==> src/hdl/mrop_pkg.sv <==
package mrop_pkg;
  // Header contents.
  localparam logic [7:0] SYNC_BYTE = 8'h80;
  localparam logic [2:0] PKG_FIRST = 3'h0;
  localparam logic [2:0] PKG_LAST = 3'h5;
  localparam logic [2:0] PKG_CAL = 3'h6;
  localparam logic [2:0] PKG_PF = 3'h7;
  localparam logic [2:0] PKG_E1 = 3'h3;
  localparam logic [2:0] PKG_E2 = 3'h4;
  // Byte counts of the three kinds of transfer.
  localparam logic [4:0] HDR_BYTES = 5'h04;
  localparam logic [4:0] PKG_BYTES = 5'h10;
  localparam logic [4:0] PF_BYTES = 5'h1C;
  // Slot timing in clock cycles.
  localparam int LEAD_CYC = 11;
  localparam int TAIL_CYC = 12;
  localparam int SLOT_CYC = 11;
  localparam int HDR_GAP_CYC = 11;
  localparam int PF_GAP_CYC = 16;
  localparam logic [8:0] MAX_PKG_CYC = 9'h12C;
  // Package schedule.
  localparam int CLK_HZ = 10000000;
  localparam int PKG_PERIOD_MS = 200;
  localparam int LINE_GAP_MS = 20;
  localparam int PKG_PERIOD_CYC = PKG_PERIOD_MS * (CLK_HZ / 1000);
  localparam int LINE_GAP_CYC = LINE_GAP_MS * (CLK_HZ / 1000);
  // Ten percent of the unsigned full-scale voltage.
  localparam logic [15:0] VP_THRESH = 16'h1999;
  localparam logic [1:0] CAL_RETRIES = 2'h2;
  // Status bus bit positions, bit 0 is B8.
  localparam int ST_TAMPER_FLAG = 7;
  localparam int ST_BELOW_STARTING_CURRENT_FLAG = 6;
  localparam int ST_VP1 = 5;
  localparam int ST_VP2 = 4;
  localparam int ST_VP3 = 3;
  localparam int ST_ERR = 2;
  localparam int ST_DR = 1;
  localparam int ST_INI = 0;
  // Output buffer shape.
  localparam int FIFO_W = 8;
  localparam int FIFO_D = 16;
  typedef enum logic [1:0] {
    K_NORM = 2'b00, K_CAL = 2'b01, K_PF = 2'b10
  } mrop_kind_t;
  typedef enum logic [1:0] {
    B_IDLE = 2'b00, B_HDR = 2'b01, B_PAY = 2'b10
  } mrop_bld_t;
  typedef enum logic [1:0] {
    T_IDLE = 2'b00, T_RUN = 2'b01, T_TAIL = 2'b10
  } mrop_tx_t;
endpackage

==> src/hdl/mrop_top.sv <==
// How it works
// - Normal package number 0..5 in first byte.
// - Number six while waiting for calibration.
// - Number seven announces back-to-back energy packages.
// - Second header byte is always 80H.
// - Fourth header byte equals status bus.
// - Data-ready pulse with address line zero.
// - Unstalled package completes within 200 clocks.
// - Ready 11 before first, drops 12 after.
// - Measurement bytes every 11th clock.
// - Address line one high during bus use.
// - Bus-ready high holds the device writing.
// - Processor samples on strobe, low when idle.
// - Status bus bit layout B15 to B8.
// - Voltage flags follow ten percent threshold.
// - Error flag on any listed fault.
// - Retry coefficient read twice, then defaults.
// - Power fail sends packages 3, 4 at the next idle point, ahead of all else.
// - Sixteen clocks between blocks, no header repeat.
// - Starting-current flag when all currents low.
// - Tamper flag on zero or negative current.
// - Package is four header, twelve data bytes.
// - Six packages per 200 ms period.
`timescale 1ns/1ns
module mrop_fifo #(
  parameter int W = 8,
  parameter int D = 16
) (
  input wire logic clk,
  input wire logic nrst,
  input wire logic in_valid,
  output logic in_ready,
  input wire logic [W-1:0] in_data,
  output logic out_valid,
  input wire logic out_ready,
  output logic [W-1:0] out_data
);
  localparam int AW = $clog2(D);
  typedef struct packed {
    logic [D-1:0][W-1:0] mem;
    logic [AW:0] wp;
    logic [AW:0] rp;
  } mrop_fifo_t;
  mrop_fifo_t s_r, s_nxt;
  logic full;
  logic empty;

  // The extra pointer bit tells a full buffer from an empty one.
  assign empty = s_r.wp == s_r.rp;
  assign full = (s_r.wp[AW] != s_r.rp[AW]) &&
                (s_r.wp[AW-1:0] == s_r.rp[AW-1:0]);
  assign in_ready = !full;
  assign out_valid = !empty;
  assign out_data = s_r.mem[s_r.rp[AW-1:0]];

  // Write and read advance independently.
  always_comb begin
    s_nxt = s_r;
    if (in_valid && !full) begin
      s_nxt.mem[s_r.wp[AW-1:0]] = in_data;
      s_nxt.wp = s_r.wp + 1'b1;
    end
    if (out_ready && !empty) begin
      s_nxt.rp = s_r.rp + 1'b1;
    end
  end

  // Register the buffer state.
  always_ff @(posedge clk or negedge nrst) begin
    if (!nrst) begin
      s_r <= '0;
    end else begin
      s_r <= s_nxt;
    end
  end
endmodule

module mrop_top #(
  parameter int PERIOD_CYC = mrop_pkg::PKG_PERIOD_CYC,
  parameter int GAP_CYC = mrop_pkg::LINE_GAP_CYC
) (
  input wire logic clk,
  input wire logic nrst,
  input wire logic supply_break_input,
  input wire logic bus_ready_stall_input,
  input wire logic init_active,
  input wire logic [7:0] mode_byte,
  input wire logic [15:0] phase1_volt,
  input wire logic [15:0] phase2_volt,
  input wire logic [15:0] phase3_volt,
  input wire logic [15:0] phase1_curr,
  input wire logic [15:0] phase2_curr,
  input wire logic [15:0] phase3_curr,
  input wire logic [15:0] start_level,
  input wire logic link_fault,
  input wire logic internal_fault,
  input wire logic err_clear,
  input wire logic cal_request,
  input wire logic cal_check_done,
  input wire logic cal_check_bad,
  input wire logic cal_timeout,
  input wire logic pay_valid,
  input wire logic [7:0] pay_data,
  output logic pay_ready,
  output logic [2:0] pay_pkg,
  output logic [7:0] data_bus_out,
  output logic data_bus_oe,
  output logic strobe,
  output logic address_line_zero,
  output logic bus_active_address_line,
  output logic [7:0] status_bus,
  output logic cal_retry,
  output logic cal_use_defaults
);
  localparam int REST_CYC = PERIOD_CYC - 5 * GAP_CYC;
  typedef struct packed {
    logic pf1, pf2, pf3, br1, br2;
    logic pf_pend, cal_pend;
    mrop_pkg::mrop_bld_t bst;
    mrop_pkg::mrop_tx_t tst;
    mrop_pkg::mrop_kind_t kind;
    logic [4:0] bidx, tidx, len, tcnt;
    logic [2:0] pnum, ppkg, seq;
    logic [8:0] cyc;
    logic [20:0] timer;
    logic dr, a1, put, stb;
    logic [7:0] dbus;
    logic tamper_flag, below_starting_current_flag, err, init_phase_indicator;
    logic [2:0] vp;
    logic [5:0][15:0] pv;
    logic [1:0] tries;
    logic retry, defs;
  } mrop_state_t;
  mrop_state_t s, n;
  logic pf_rise, idle, start, push, f_in_ready, f_out_valid, pop;
  logic cal_fail, deliver_fail, defs_set;
  logic [7:0] push_data, f_out_data, stat_w;
  logic [4:0] pidx;

  // Magnitude of a two's complement current sample.
  function automatic logic [15:0] mag(input logic [15:0] c);
    return c[15] ? 16'(~c + 16'h0001) : c;
  endfunction

  // The status byte that goes both on the bus and in the header.
  always_comb begin
    stat_w = 8'h00;
    stat_w[mrop_pkg::ST_TAMPER_FLAG] = s.tamper_flag;
    stat_w[mrop_pkg::ST_BELOW_STARTING_CURRENT_FLAG] = s.below_starting_current_flag;
    stat_w[mrop_pkg::ST_VP1] = s.vp[0];
    stat_w[mrop_pkg::ST_VP2] = s.vp[1];
    stat_w[mrop_pkg::ST_VP3] = s.vp[2];
    stat_w[mrop_pkg::ST_ERR] = s.err;
    stat_w[mrop_pkg::ST_DR] = s.dr;
    stat_w[mrop_pkg::ST_INI] = s.init_phase_indicator;
  end

  mrop_fifo #(
    .W(mrop_pkg::FIFO_W),
    .D(mrop_pkg::FIFO_D)
  ) u_fifo (
    .clk(clk),
    .nrst(nrst),
    .in_valid(push),
    .in_ready(f_in_ready),
    .in_data(push_data),
    .out_valid(f_out_valid),
    .out_ready(pop),
    .out_data(f_out_data)
  );

  // Whole next-state computation: sync, flags, schedule, build, send.
  always_comb begin
    n = s;
    n.put = 1'b0;
    n.retry = 1'b0;
    push = 1'b0;
    push_data = 8'h00;
    pay_ready = 1'b0;
    pop = 1'b0;
    start = 1'b0;
    cal_fail = 1'b0;
    defs_set = 1'b0;
    pidx = s.bidx - mrop_pkg::HDR_BYTES;
    // Pins pass two flops; the third flop only feeds edge detection.
    n.pf1 = supply_break_input;
    n.pf2 = s.pf1;
    n.pf3 = s.pf2;
    n.br1 = bus_ready_stall_input;
    n.br2 = s.br1;
    n.stb = s.put;
    pf_rise = s.pf2 && !s.pf3;
    idle = (s.tst == mrop_pkg::T_IDLE) && (s.bst == mrop_pkg::B_IDLE);
    deliver_fail = (s.tst != mrop_pkg::T_IDLE) &&
                   (s.cyc == mrop_pkg::MAX_PKG_CYC);

    // Tamper, current, voltage and init flags are sampled only between packages so header and bus agree.
    if (idle) begin
      n.tamper_flag = $signed(phase1_curr) <= 0 || $signed(phase2_curr) <= 0 ||
               $signed(phase3_curr) <= 0;
      n.below_starting_current_flag = mag(phase1_curr) < start_level &&
               mag(phase2_curr) < start_level &&
               mag(phase3_curr) < start_level;
      n.vp = {phase3_volt > mrop_pkg::VP_THRESH,
              phase2_volt > mrop_pkg::VP_THRESH,
              phase1_volt > mrop_pkg::VP_THRESH};
      n.init_phase_indicator = !init_active;
      n.pv = {phase3_curr, phase2_curr, phase1_curr,
              phase3_volt, phase2_volt, phase1_volt};
    end

    // Coefficient check: two retries, then defaults and error.
    if (cal_check_done && cal_check_bad) begin
      if (s.tries < mrop_pkg::CAL_RETRIES) begin
        n.retry = 1'b1;
        n.tries = s.tries + 2'h1;
      end else begin
        n.defs = 1'b1;
        defs_set = 1'b1;
        cal_fail = 1'b1;
      end
    end else if (cal_check_done) begin
      n.tries = 2'h0;
    end
    if (cal_timeout) begin
      cal_fail = 1'b1;
    end

    // A new fault wins over a clear in the same cycle.
    n.err = cal_fail || link_fault || internal_fault || deliver_fail ||
            (s.err && !err_clear);

    // Schedule: power fail first, then calibration, then the cycle.
    if (s.timer != 21'h0) begin
      n.timer = s.timer - 21'h1;
    end
    n.pf_pend = pf_rise || s.pf_pend;
    n.cal_pend = cal_request || s.cal_pend;
    if (idle) begin
      if (s.pf_pend) begin
        start = 1'b1;
        n.pf_pend = pf_rise;
        n.kind = mrop_pkg::K_PF;
        n.pnum = mrop_pkg::PKG_PF;
        n.ppkg = mrop_pkg::PKG_E1;
        n.len = mrop_pkg::PF_BYTES;
      end else if (s.cal_pend) begin
        start = 1'b1;
        n.cal_pend = cal_request;
        n.kind = mrop_pkg::K_CAL;
        n.pnum = mrop_pkg::PKG_CAL;
        n.ppkg = mrop_pkg::PKG_CAL;
        n.len = mrop_pkg::HDR_BYTES;
        n.tries = 2'h0;
        n.defs = defs_set; // A mismatch in this same cycle beats the clear.
      end else if (s.timer == 21'h0 && s.init_phase_indicator) begin
        start = 1'b1;
        n.kind = mrop_pkg::K_NORM;
        n.pnum = s.seq;
        n.ppkg = s.seq;
        n.len = mrop_pkg::PKG_BYTES;
        if (s.seq == mrop_pkg::PKG_LAST) begin
          n.seq = mrop_pkg::PKG_FIRST;
          n.timer = 21'(REST_CYC);
        end else begin
          n.seq = s.seq + 3'h1;
          n.timer = 21'(GAP_CYC);
        end
      end
    end
    if (start) begin
      n.bst = mrop_pkg::B_HDR;
      n.bidx = 5'h00;
      n.tst = mrop_pkg::T_RUN;
      n.tidx = 5'h00;
      n.cyc = 9'h000;
      n.dr = 1'b1;
      n.a1 = 1'b1;
      n.tcnt = 5'(mrop_pkg::LEAD_CYC - 1);
    end

    // Builder fills the buffer with header and payload bytes.
    unique case (s.bst)
      mrop_pkg::B_IDLE: begin
      end
      mrop_pkg::B_HDR: begin
        push = 1'b1;
        unique case (s.bidx[1:0])
          2'h0: push_data = {5'h00, s.pnum};
          2'h1: push_data = mrop_pkg::SYNC_BYTE;
          2'h2: push_data = mode_byte;
          2'h3: push_data = stat_w;
        endcase
      end
      mrop_pkg::B_PAY: begin
        if (s.ppkg == mrop_pkg::PKG_LAST) begin
          push = 1'b1;
          push_data = pidx[0] ? s.pv[pidx[4:1]][15:8] :
                      s.pv[pidx[4:1]][7:0];
        end else begin
          push = pay_valid;
          push_data = pay_data;
          pay_ready = f_in_ready;
        end
      end
      default: begin
        n.bst = mrop_pkg::B_IDLE;
      end
    endcase
    if (push && f_in_ready) begin
      n.bidx = s.bidx + 5'h01;
      if (s.bidx == s.len - 5'h01) begin
        n.bst = mrop_pkg::B_IDLE;
      end else if (s.bidx == mrop_pkg::HDR_BYTES - 5'h01) begin
        n.bst = mrop_pkg::B_PAY;
      end
      // The second energy block follows without a new header.
      if (s.kind == mrop_pkg::K_PF &&
          s.bidx == mrop_pkg::PKG_BYTES - 5'h01) begin
        n.ppkg = mrop_pkg::PKG_E2;
      end
    end

    // Sender: one byte per slot, held while the processor stalls.
    if (s.tst != mrop_pkg::T_IDLE && s.cyc != mrop_pkg::MAX_PKG_CYC) begin
      n.cyc = s.cyc + 9'h001;
    end
    unique case (s.tst)
      mrop_pkg::T_IDLE: begin
      end
      mrop_pkg::T_RUN: begin
        if (s.tcnt != 5'h00) begin
          n.tcnt = s.tcnt - 5'h01;
        end else if (f_out_valid && !s.br2) begin
          pop = 1'b1;
          n.put = 1'b1;
          n.dbus = f_out_data;
          n.tidx = s.tidx + 5'h01;
          if (s.tidx == s.len - 5'h01) begin
            n.tst = mrop_pkg::T_TAIL;
            n.tcnt = 5'(mrop_pkg::TAIL_CYC - 1);
          end else if (s.tidx == mrop_pkg::HDR_BYTES - 5'h01) begin
            // Extra slot lets the processor look at the header.
            n.tcnt = 5'(mrop_pkg::SLOT_CYC + mrop_pkg::HDR_GAP_CYC - 1);
          end else if (s.kind == mrop_pkg::K_PF &&
                       s.tidx == mrop_pkg::PKG_BYTES - 5'h01) begin
            n.tcnt = 5'(mrop_pkg::PF_GAP_CYC - 1);
            // Each energy block gets its own time budget.
            n.cyc = 9'h000;
          end else begin
            n.tcnt = 5'(mrop_pkg::SLOT_CYC - 1);
          end
        end
      end
      mrop_pkg::T_TAIL: begin
        if (s.tcnt != 5'h00) begin
          n.tcnt = s.tcnt - 5'h01;
        end else begin
          n.dr = 1'b0;
          n.a1 = 1'b0;
          n.tst = mrop_pkg::T_IDLE;
        end
      end
      default: begin
        n.tst = mrop_pkg::T_IDLE;
      end
    endcase
  end

  // Register all state.
  always_ff @(posedge clk or negedge nrst) begin
    if (!nrst) begin
      s <= '0;
    end else begin
      s <= n;
    end
  end

  // Outputs come straight from the state flops.
  assign pay_pkg = s.ppkg;
  assign data_bus_out = s.dbus;
  assign data_bus_oe = s.a1;
  assign strobe = s.stb; // Rises one cycle after the data settles.
  assign address_line_zero = s.dr;
  assign bus_active_address_line = s.a1;
  assign status_bus = stat_w;
  assign cal_retry = s.retry;
  assign cal_use_defaults = s.defs;
endmodule

==> config.mk <==
export PLATFORM = sky130hd
export DESIGN_NAME = mrop_top
export DESIGN_NICKNAME = d
export VERILOG_FILES = /design/src/hdl/mrop_pkg.sv /design/src/hdl/mrop_top.sv
export SDC_FILE = /design/constraint.sdc
export NUM_CORES = 1
export LEC_CHECK = 0
export ABC_AREA = 1
export BUFFER_PORTS_ARGS = -buffer_cell sky130_fd_sc_hd__buf_2
export CELL_PAD_IN_SITES_DETAIL_PLACEMENT = 1
export CELL_PAD_IN_SITES_GLOBAL_PLACEMENT = 2
export CORE_MARGIN = 4
export CORE_UTILIZATION = 38
export DETAILED_ROUTE_END_ITERATION = 8
export PLACE_DENSITY_LB_ADDON = 0.2
export SYNTH_ARGS = -nofsm -noshare
export SYNTH_HDL_FRONTEND = slang
export SYNTH_SLANG_ARGS = --single-unit
export TNS_END_PERCENT = 20
==> constraint.sdc <==
create_clock -name clk -period 5.1 [get_ports clk]
set_input_delay 0.51 -clock clk [delete_from_list [all_inputs] [get_ports clk]]
set_output_delay 0.51 -clock clk [all_outputs]
set_load 0.01 [all_outputs]
Word level (Yosys, flattened, before mapping)
Index checks and enable logic that the tools add are counted.
{ "word_totals": {"ff_bits": 329, "in_bits": 141} }
{ "classes": {"muxes": 98, "n_reduce_logical": 43, "n_addsub": 14, "n_bitwise": 6, "magnitude_cmp": 14, "n_eq_ne": 21} }
{ "op_table": {"columns": ["op", "count"], "rows": [
  ["$bwmux 128", 1],
  ["$mux 21", 5],
  ["$mux 9", 9],
  ["$mux 5", 13],
  ["$mux 16", 4],
  ["$add 16x1->16 const B", 3],
  ["$bmux 16 s3", 1],
  ["$gt 16x13->1 const B", 3],
  ["$le 16x1->1 const B", 3],
  ["$lt 16x16->1", 3],
  ["$not 16->16", 3],
  ["$mux 2", 21],
  ["$bmux 8 s4", 1],
  ["$demux 8 s4", 1],
  ["$mux 8", 4],
  ["$pmux 8 s4", 1],
  ["$logic_not 21->1", 1],
  ["$mux 3", 7],
  ["$reduce_bool 21->1", 1],
  ["$sub 21x1->21 const B", 1],
  ["$add 5x1->5 const B", 4],
  ["$mux 1", 20],
  ["$mux 20", 1],
  ["$mux 6", 3],
  ["37 further kinds", 82]
]} }

Longest topological paths before layout
{ "depth": {"ltp_word": 14, "ltp_mapped": 20, "depth_no_buf": 20} }

Hierarchy
Synthesis repeated with hierarchy kept, for this count alone.
{ "hier_totals": {"cells_unflattened": 2554, "area_unflattened_um2": 19274.7} }
{ "modules_own_cells": {"columns": ["module", "cells_per_inst", "area_per_inst_um2", "n_inst"], "rows": [
  ["mrop_top", 1616, 11856.4, 1],
  ["mrop_fifo", 938, 7418.4, 1]
]} }

Least setup slack after synthesis
Ideal clock, no wire load.
{ "synth_path": {"path_kind": "in2reg", "startpoint": "in phase1_curr[1]", "endpoint": "reg s (netlist bit status_bus[6])", "setup_slack_ps": 2562, "path_stages": 17, "required_time_ps": 5034, "t_arrival_ps": 2472, "path_cell_list": "inv_1 nand3_1 nor2_1 nand4_1 or2_2 nor3_1 nand2_1 nor2_1 ha_1 a22o_1 nor2_1 o21ai_0 nor2_1 nand4_1 nor2_1 nand2_1 nand2_1"} }
{ "synth_via": {"elab_chain_cells": 6} }
{ "synth_rtl": {"columns": ["element", "line", "rtl"], "rows": [
  ["from (decl)", "mrop_top.sv:91", "input wire logic [15:0] phase1_curr,"],
  ["$not 16->16", "mrop_top.sv:142", "return c[15] ? 16'(~c + 16'h0001) : c;"],
  ["$add 16x1->16", "mrop_top.sv:142", null],
  ["$mux 16 *", "mrop_top.sv:142", null],
  ["$lt 16x16->1 *", "mrop_top.sv:201", "n.below_starting_current_flag = mag(phase1_curr) < start_level &&"],
  ["$logic_and 1x1->1 *", "mrop_top.sv:201", null],
  ["$logic_and 1x1->1 *", "mrop_top.sv:202", "mag(phase2_curr) < start_level &&"],
  ["to (signal assigned)", "mrop_top.sv:375", "s <= n;"],
  ["to (decl)", "mrop_top.sv:134", "mrop_state_t s, n;"]
]} }
Mark *: on every way between the ends. The rest lies on a longest branch, timed or not.
A chain may end at the register's enable or synchronous reset.

Worst setup path after layout
{ "layout_path": {"startpoint": "reg s[175] (netlist bit)", "endpoint": "reg u_fifo.s_r[80] (netlist bit)"} }
{ "layout_via": {"elab_chain_cells": 7} }
{ "layout_rtl": {"columns": ["element", "line", "rtl"], "rows": [
  ["$sub 5x3->5", "mrop_top.sv:184", "pidx = s.bidx - mrop_pkg::HDR_BYTES;"],
  ["$bmux 16 s3", "mrop_top.sv:298, mrop_top.sv:299", null],
  ["$mux 16 (not written as such)", "mrop_top.sv:299", "s.pv[pidx[4:1]][7:0];"],
  ["$mux 8", "mrop_top.sv:298", "push_data = pidx[0] ? s.pv[pidx[4:1]][15:8] :"],
  ["$mux 8", "mrop_top.sv:296", "if (s.ppkg == mrop_pkg::PKG_LAST) begin"],
  ["$pmux 8 s2", "mrop_top.sv:283", "unique case (s.bst)"],
  ["$bwmux 128", "mrop_top.sv:60", "s_nxt.mem[s_r.wp[AW-1:0]] = in_data;"],
  ["to (signal assigned)", "mrop_top.sv:73", "s_r <= s_nxt;"],
  ["to (decl)", "mrop_top.sv:44", "mrop_fifo_t s_r, s_nxt;"]
]} }
No other way between the ends. The select of a mux whose other input is x is not followed.

==> metrics.txt <==
post-route minimum period=3.27 ns; number of hold violations in the final report=0; HPWL after DPL=46.1 mm; count of mapped cells out of synthesis=~2.4k; clock tree from TritonCTS=done; fill cell total of the finished layout=5,946; number of standard cells in the layout, taps in and fillers out=3,227; number of input and output port buffers inserted=166; buffer levels on the longest clock path=3; commonest cells after routing, fill and taps aside=sky130_fd_sc_hd__nand2_1 (577), sky130_fd_sc_hd__dfrtp_1 (324), sky130_fd_sc_hd__inv_1 (267); Warnings, synthesis=0; largest stage delay on the critical path=0.81 ns; count of TritonRoute iterations in the first routing pass=5; R2R Path Start=s[175]; routed via count=17.0k; final wirelength=63.3 mm; cell area after synthesis=around 19,000 um2; leading cell type in the layout, fill and taps excluded=sky130_fd_sc_hd__nand2_1; power spent charging and discharging nets=5810 uW; synthesis-stage register bit count=326; DIE WIDTH=230 um; vias in the first global route=roughly 17k; count of distinct cell types in the synthesized netlist=43; H-tree depth=2; mean instance size in the synthesized netlist=7.65 um2; residual antenna-violating net count after detailed routing=0; clock root buffer=sky130_fd_sc_hd__clkbuf_16; DIE AREA=approximately 53,000 um2; worst path required time=5.59 ns; part of the total power dissipated in sequential elements=34.7%; Critical Path Fanout Max=26; layout cell share with drive strength beyond 1=between 10% and 20%; post-route DRC violation count=0; post-CTS clock slew at the launch and capture registers of the worst setup and hold paths=approximately 0.060 ns; Clock Sink Count=326; fraction of the yosys area taken by sequential cells=43.7%; count of final max-slew check failures=0; maximum VDD drop=238 uV; fmax=305 MHz; number of top-level pins=167; part of the power in the clock network=23.4%; result of the run=finished, final reports clean; GR Overflow Total=0; worst-skew pair later-pin latency=0.57 ns; leakage power summed over all cells=0.0106 uW; final total negative setup slack=0 ns; first-pass GRT wire length=101 mm; Worst slew margin=between 20 and 30%; largest net degree at the start of global routing=117; combinational fraction of design power=41.9%; core outline area=48,100 um2; final cycle utilization of the critical path=64.2%; worst path buffer plus inverter count=2; worst endpoint data arrival time=3.76 ns; final layout net count=2,755; startpoint of the lowest-slack hold path=bus_ready_stall_input; weighted congestion at the end of routability-driven global placement=0.900; post-synth top area share=between 40% and 50%; iteration-0 DRC count of the detailed router=1,323; setup repair after global routing missed its margin=false; setup clock skew after layout=0.0253 ns; net switching fraction of the power=a little under half; cell types occupying the most area after synthesis=sky130_fd_sc_hd__dfrtp_1 (44%), sky130_fd_sc_hd__nand2_1 (12%), sky130_fd_sc_hd__o21ai_0 (6.1%), sky130_fd_sc_hd__nand3_1 (5.9%), sky130_fd_sc_hd__inv_1 (5.4%); Critical Setup Path Class=reg2reg; class of the worst hold path=in2reg; initial antenna violation count=0; Initial Util=between 30% and 40%; Avg Vias per Cell=5.27; kind of end point of the critical path=flip-flop; number of CTS-inserted buffers=40; PwrDens=607 nW/um2; total internal power=between 7000 and 8000 uW; dominant delay contributor by cell family on the critical path=simple AND/OR/NAND/NOR gates; Synth area leader=sky130_fd_sc_hd__dfrtp_1; max-capacitance violation count=0; Least-Margin Pin Slew=1.08 ns; Critical-path top delay cell=sky130_fd_sc_hd__o21ai_2; Critical Path, Cell by Cell=inv_1 > ha_1 > inv_2 > nor2_1 > nand3_1 > nand2_1 > nor2_1 > o21ai_2 > nand3_1 > o21ai_1; height of the die=around 230 um; area growth from synthesis to layout=13.9%; post-placement cell count=3,152; R2R setup slack=1.83 ns; site row count=80; global-route usage over all layers=23.8%; net count of the mapped netlist=between 2k and 3k; average wire length per cell after detail routing=19.6 um; Inserted Diodes=0; setup violators final=0; first element of the critical path=s[175]; launching element type of the critical path=flip-flop
==> area by class of cell <==
type,instances,area (um2),share of cell area [%]
multi-input cells,1703,8840,41.6
flip-flops and latches,326,8160,38.4
clock buffers,54,1140,5.38
inverters,287,1080,5.07
repair buffers,181,981,4.61
well taps,656,821,3.86
clock inverters,20,241,1.14
==> what timing repair did <==
item	4_1_cts	5_1_grt
setup buffers	0	0
endpoints found under the setup margin	0	0
endpoints found under the hold margin	14	0
resized for setup	0	0
hold buffers	1	0
==> power groups by stage <==
stage          clock (uW)  combinational (uW)  sequential, uW
6_report             3020                5400            4480
5_1_grt              3210                6090            4610
4_1_cts              3090                5430            4480
3_5_place_dp            0                5390            4510
3_3_place_gp            0                5270            4480
2_1_floorplan           0                3980            4120
==> path summary, 6_finish.rpt <==
kind	depth (start not counted)	endpoint
max	10	u_fifo.s_r[80]
min	1	n[186]
max reg2reg	10	u_fifo.s_r[80]
min reg2reg	0	strobe
max in group asynchronous	3	s[140]
min in group asynchronous	2	s[129]
==> per-layer routing <==
layer,vias up,wire length [um],track usage (%)
met5,-,0,0
met4,0,800,4.42
met3,56,2850,2.85
met2,341,28900,38.2
met1,8461,30800,35.1
li1,8146,-,-
==> Yosys cell counts, drive strengths merged <==
| cell type | instances |
|---|---|
| nor4 | 7 |
| o21a | 10 |
| dfrtp | 326 |
| ha | 75 |
| o221a | 1 |
| a21boi | 1 |
| o211ai | 27 |
| xnor2 | 4 |
| buf | 62 |
| o21ai | 304 |
| nand2 | 584 |
| nor2 | 200 |
| a31oi | 4 |
| a22o | 6 |
| or2 | 5 |
| a32oi | 1 |
| clkbuf | 63 |
| o22ai | 22 |
| nor3 | 37 |
| inv | 284 |
| nand4 | 37 |
| a41oi | 1 |
| nand3 | 220 |
| clkinv | 3 |
| xor2 | 64 |
| o31ai | 2 |
| nor3b | 1 |
| o21bai | 2 |
| nand3b | 4 |
| o311ai | 2 |
| a21oi | 82 |
==> cell families (layout without fill, tap and decap cells) <==
logic type | count (synthesis) | count (layout) | synth area share [%]
compound gates | 465 | 465 | 13.6
xor+xnor | 68 | 68 | 3.19
fa+ha+maj | 75 | 75 | 5.02
buf+inv | 412 | 542 | 9.12
flops | 326 | 326 | 43.7
simple gates | 1095 | 1095 | 25.4
==> worst register-to-register path, cell delays in order (launching register included) <==
cell and delay [ns]:
sky130_fd_sc_hd__dfrtp_1 0.48, sky130_fd_sc_hd__inv_1 0.12, sky130_fd_sc_hd__ha_1 0.48, sky130_fd_sc_hd__inv_2 0.26, sky130_fd_sc_hd__nor2_1 0.49, sky130_fd_sc_hd__nand3_1 0.14
sky130_fd_sc_hd__nand2_1 0.08, sky130_fd_sc_hd__nor2_1 0.06, sky130_fd_sc_hd__o21ai_2 0.81, sky130_fd_sc_hd__nand3_1 0.18, sky130_fd_sc_hd__o21ai_1 0.12
==> through the flow <==
stage	power, uW	cell area (um2)	worst slack, ns	utilization, %	hold slack [ns]
final	12900	21300	1.83	44.2	0.0553
after CTS	13000	21300	1.84	44.2	0.0231
after global routing	13900	21300	1.51	44.2	0.0309
after global placement	9750	19900	1.70	41.3	0.332
after floorplan	8100	18700	2.56	-	0.214
after detailed placement	9900	19900	1.69	41.3	0.341
==> state kept, by name, indices dropped and copies added, names as in the netlist <==
name,cells
strobe,1
pay_pkg,3
s,161
u_fifo.s_r,138
bus_active_address_line,1
data_bus_out,8
status_bus,7
cal_retry,1
address_line_zero,1
n,4
cal_use_defaults,1
Power figures use the tool's default switching activity.
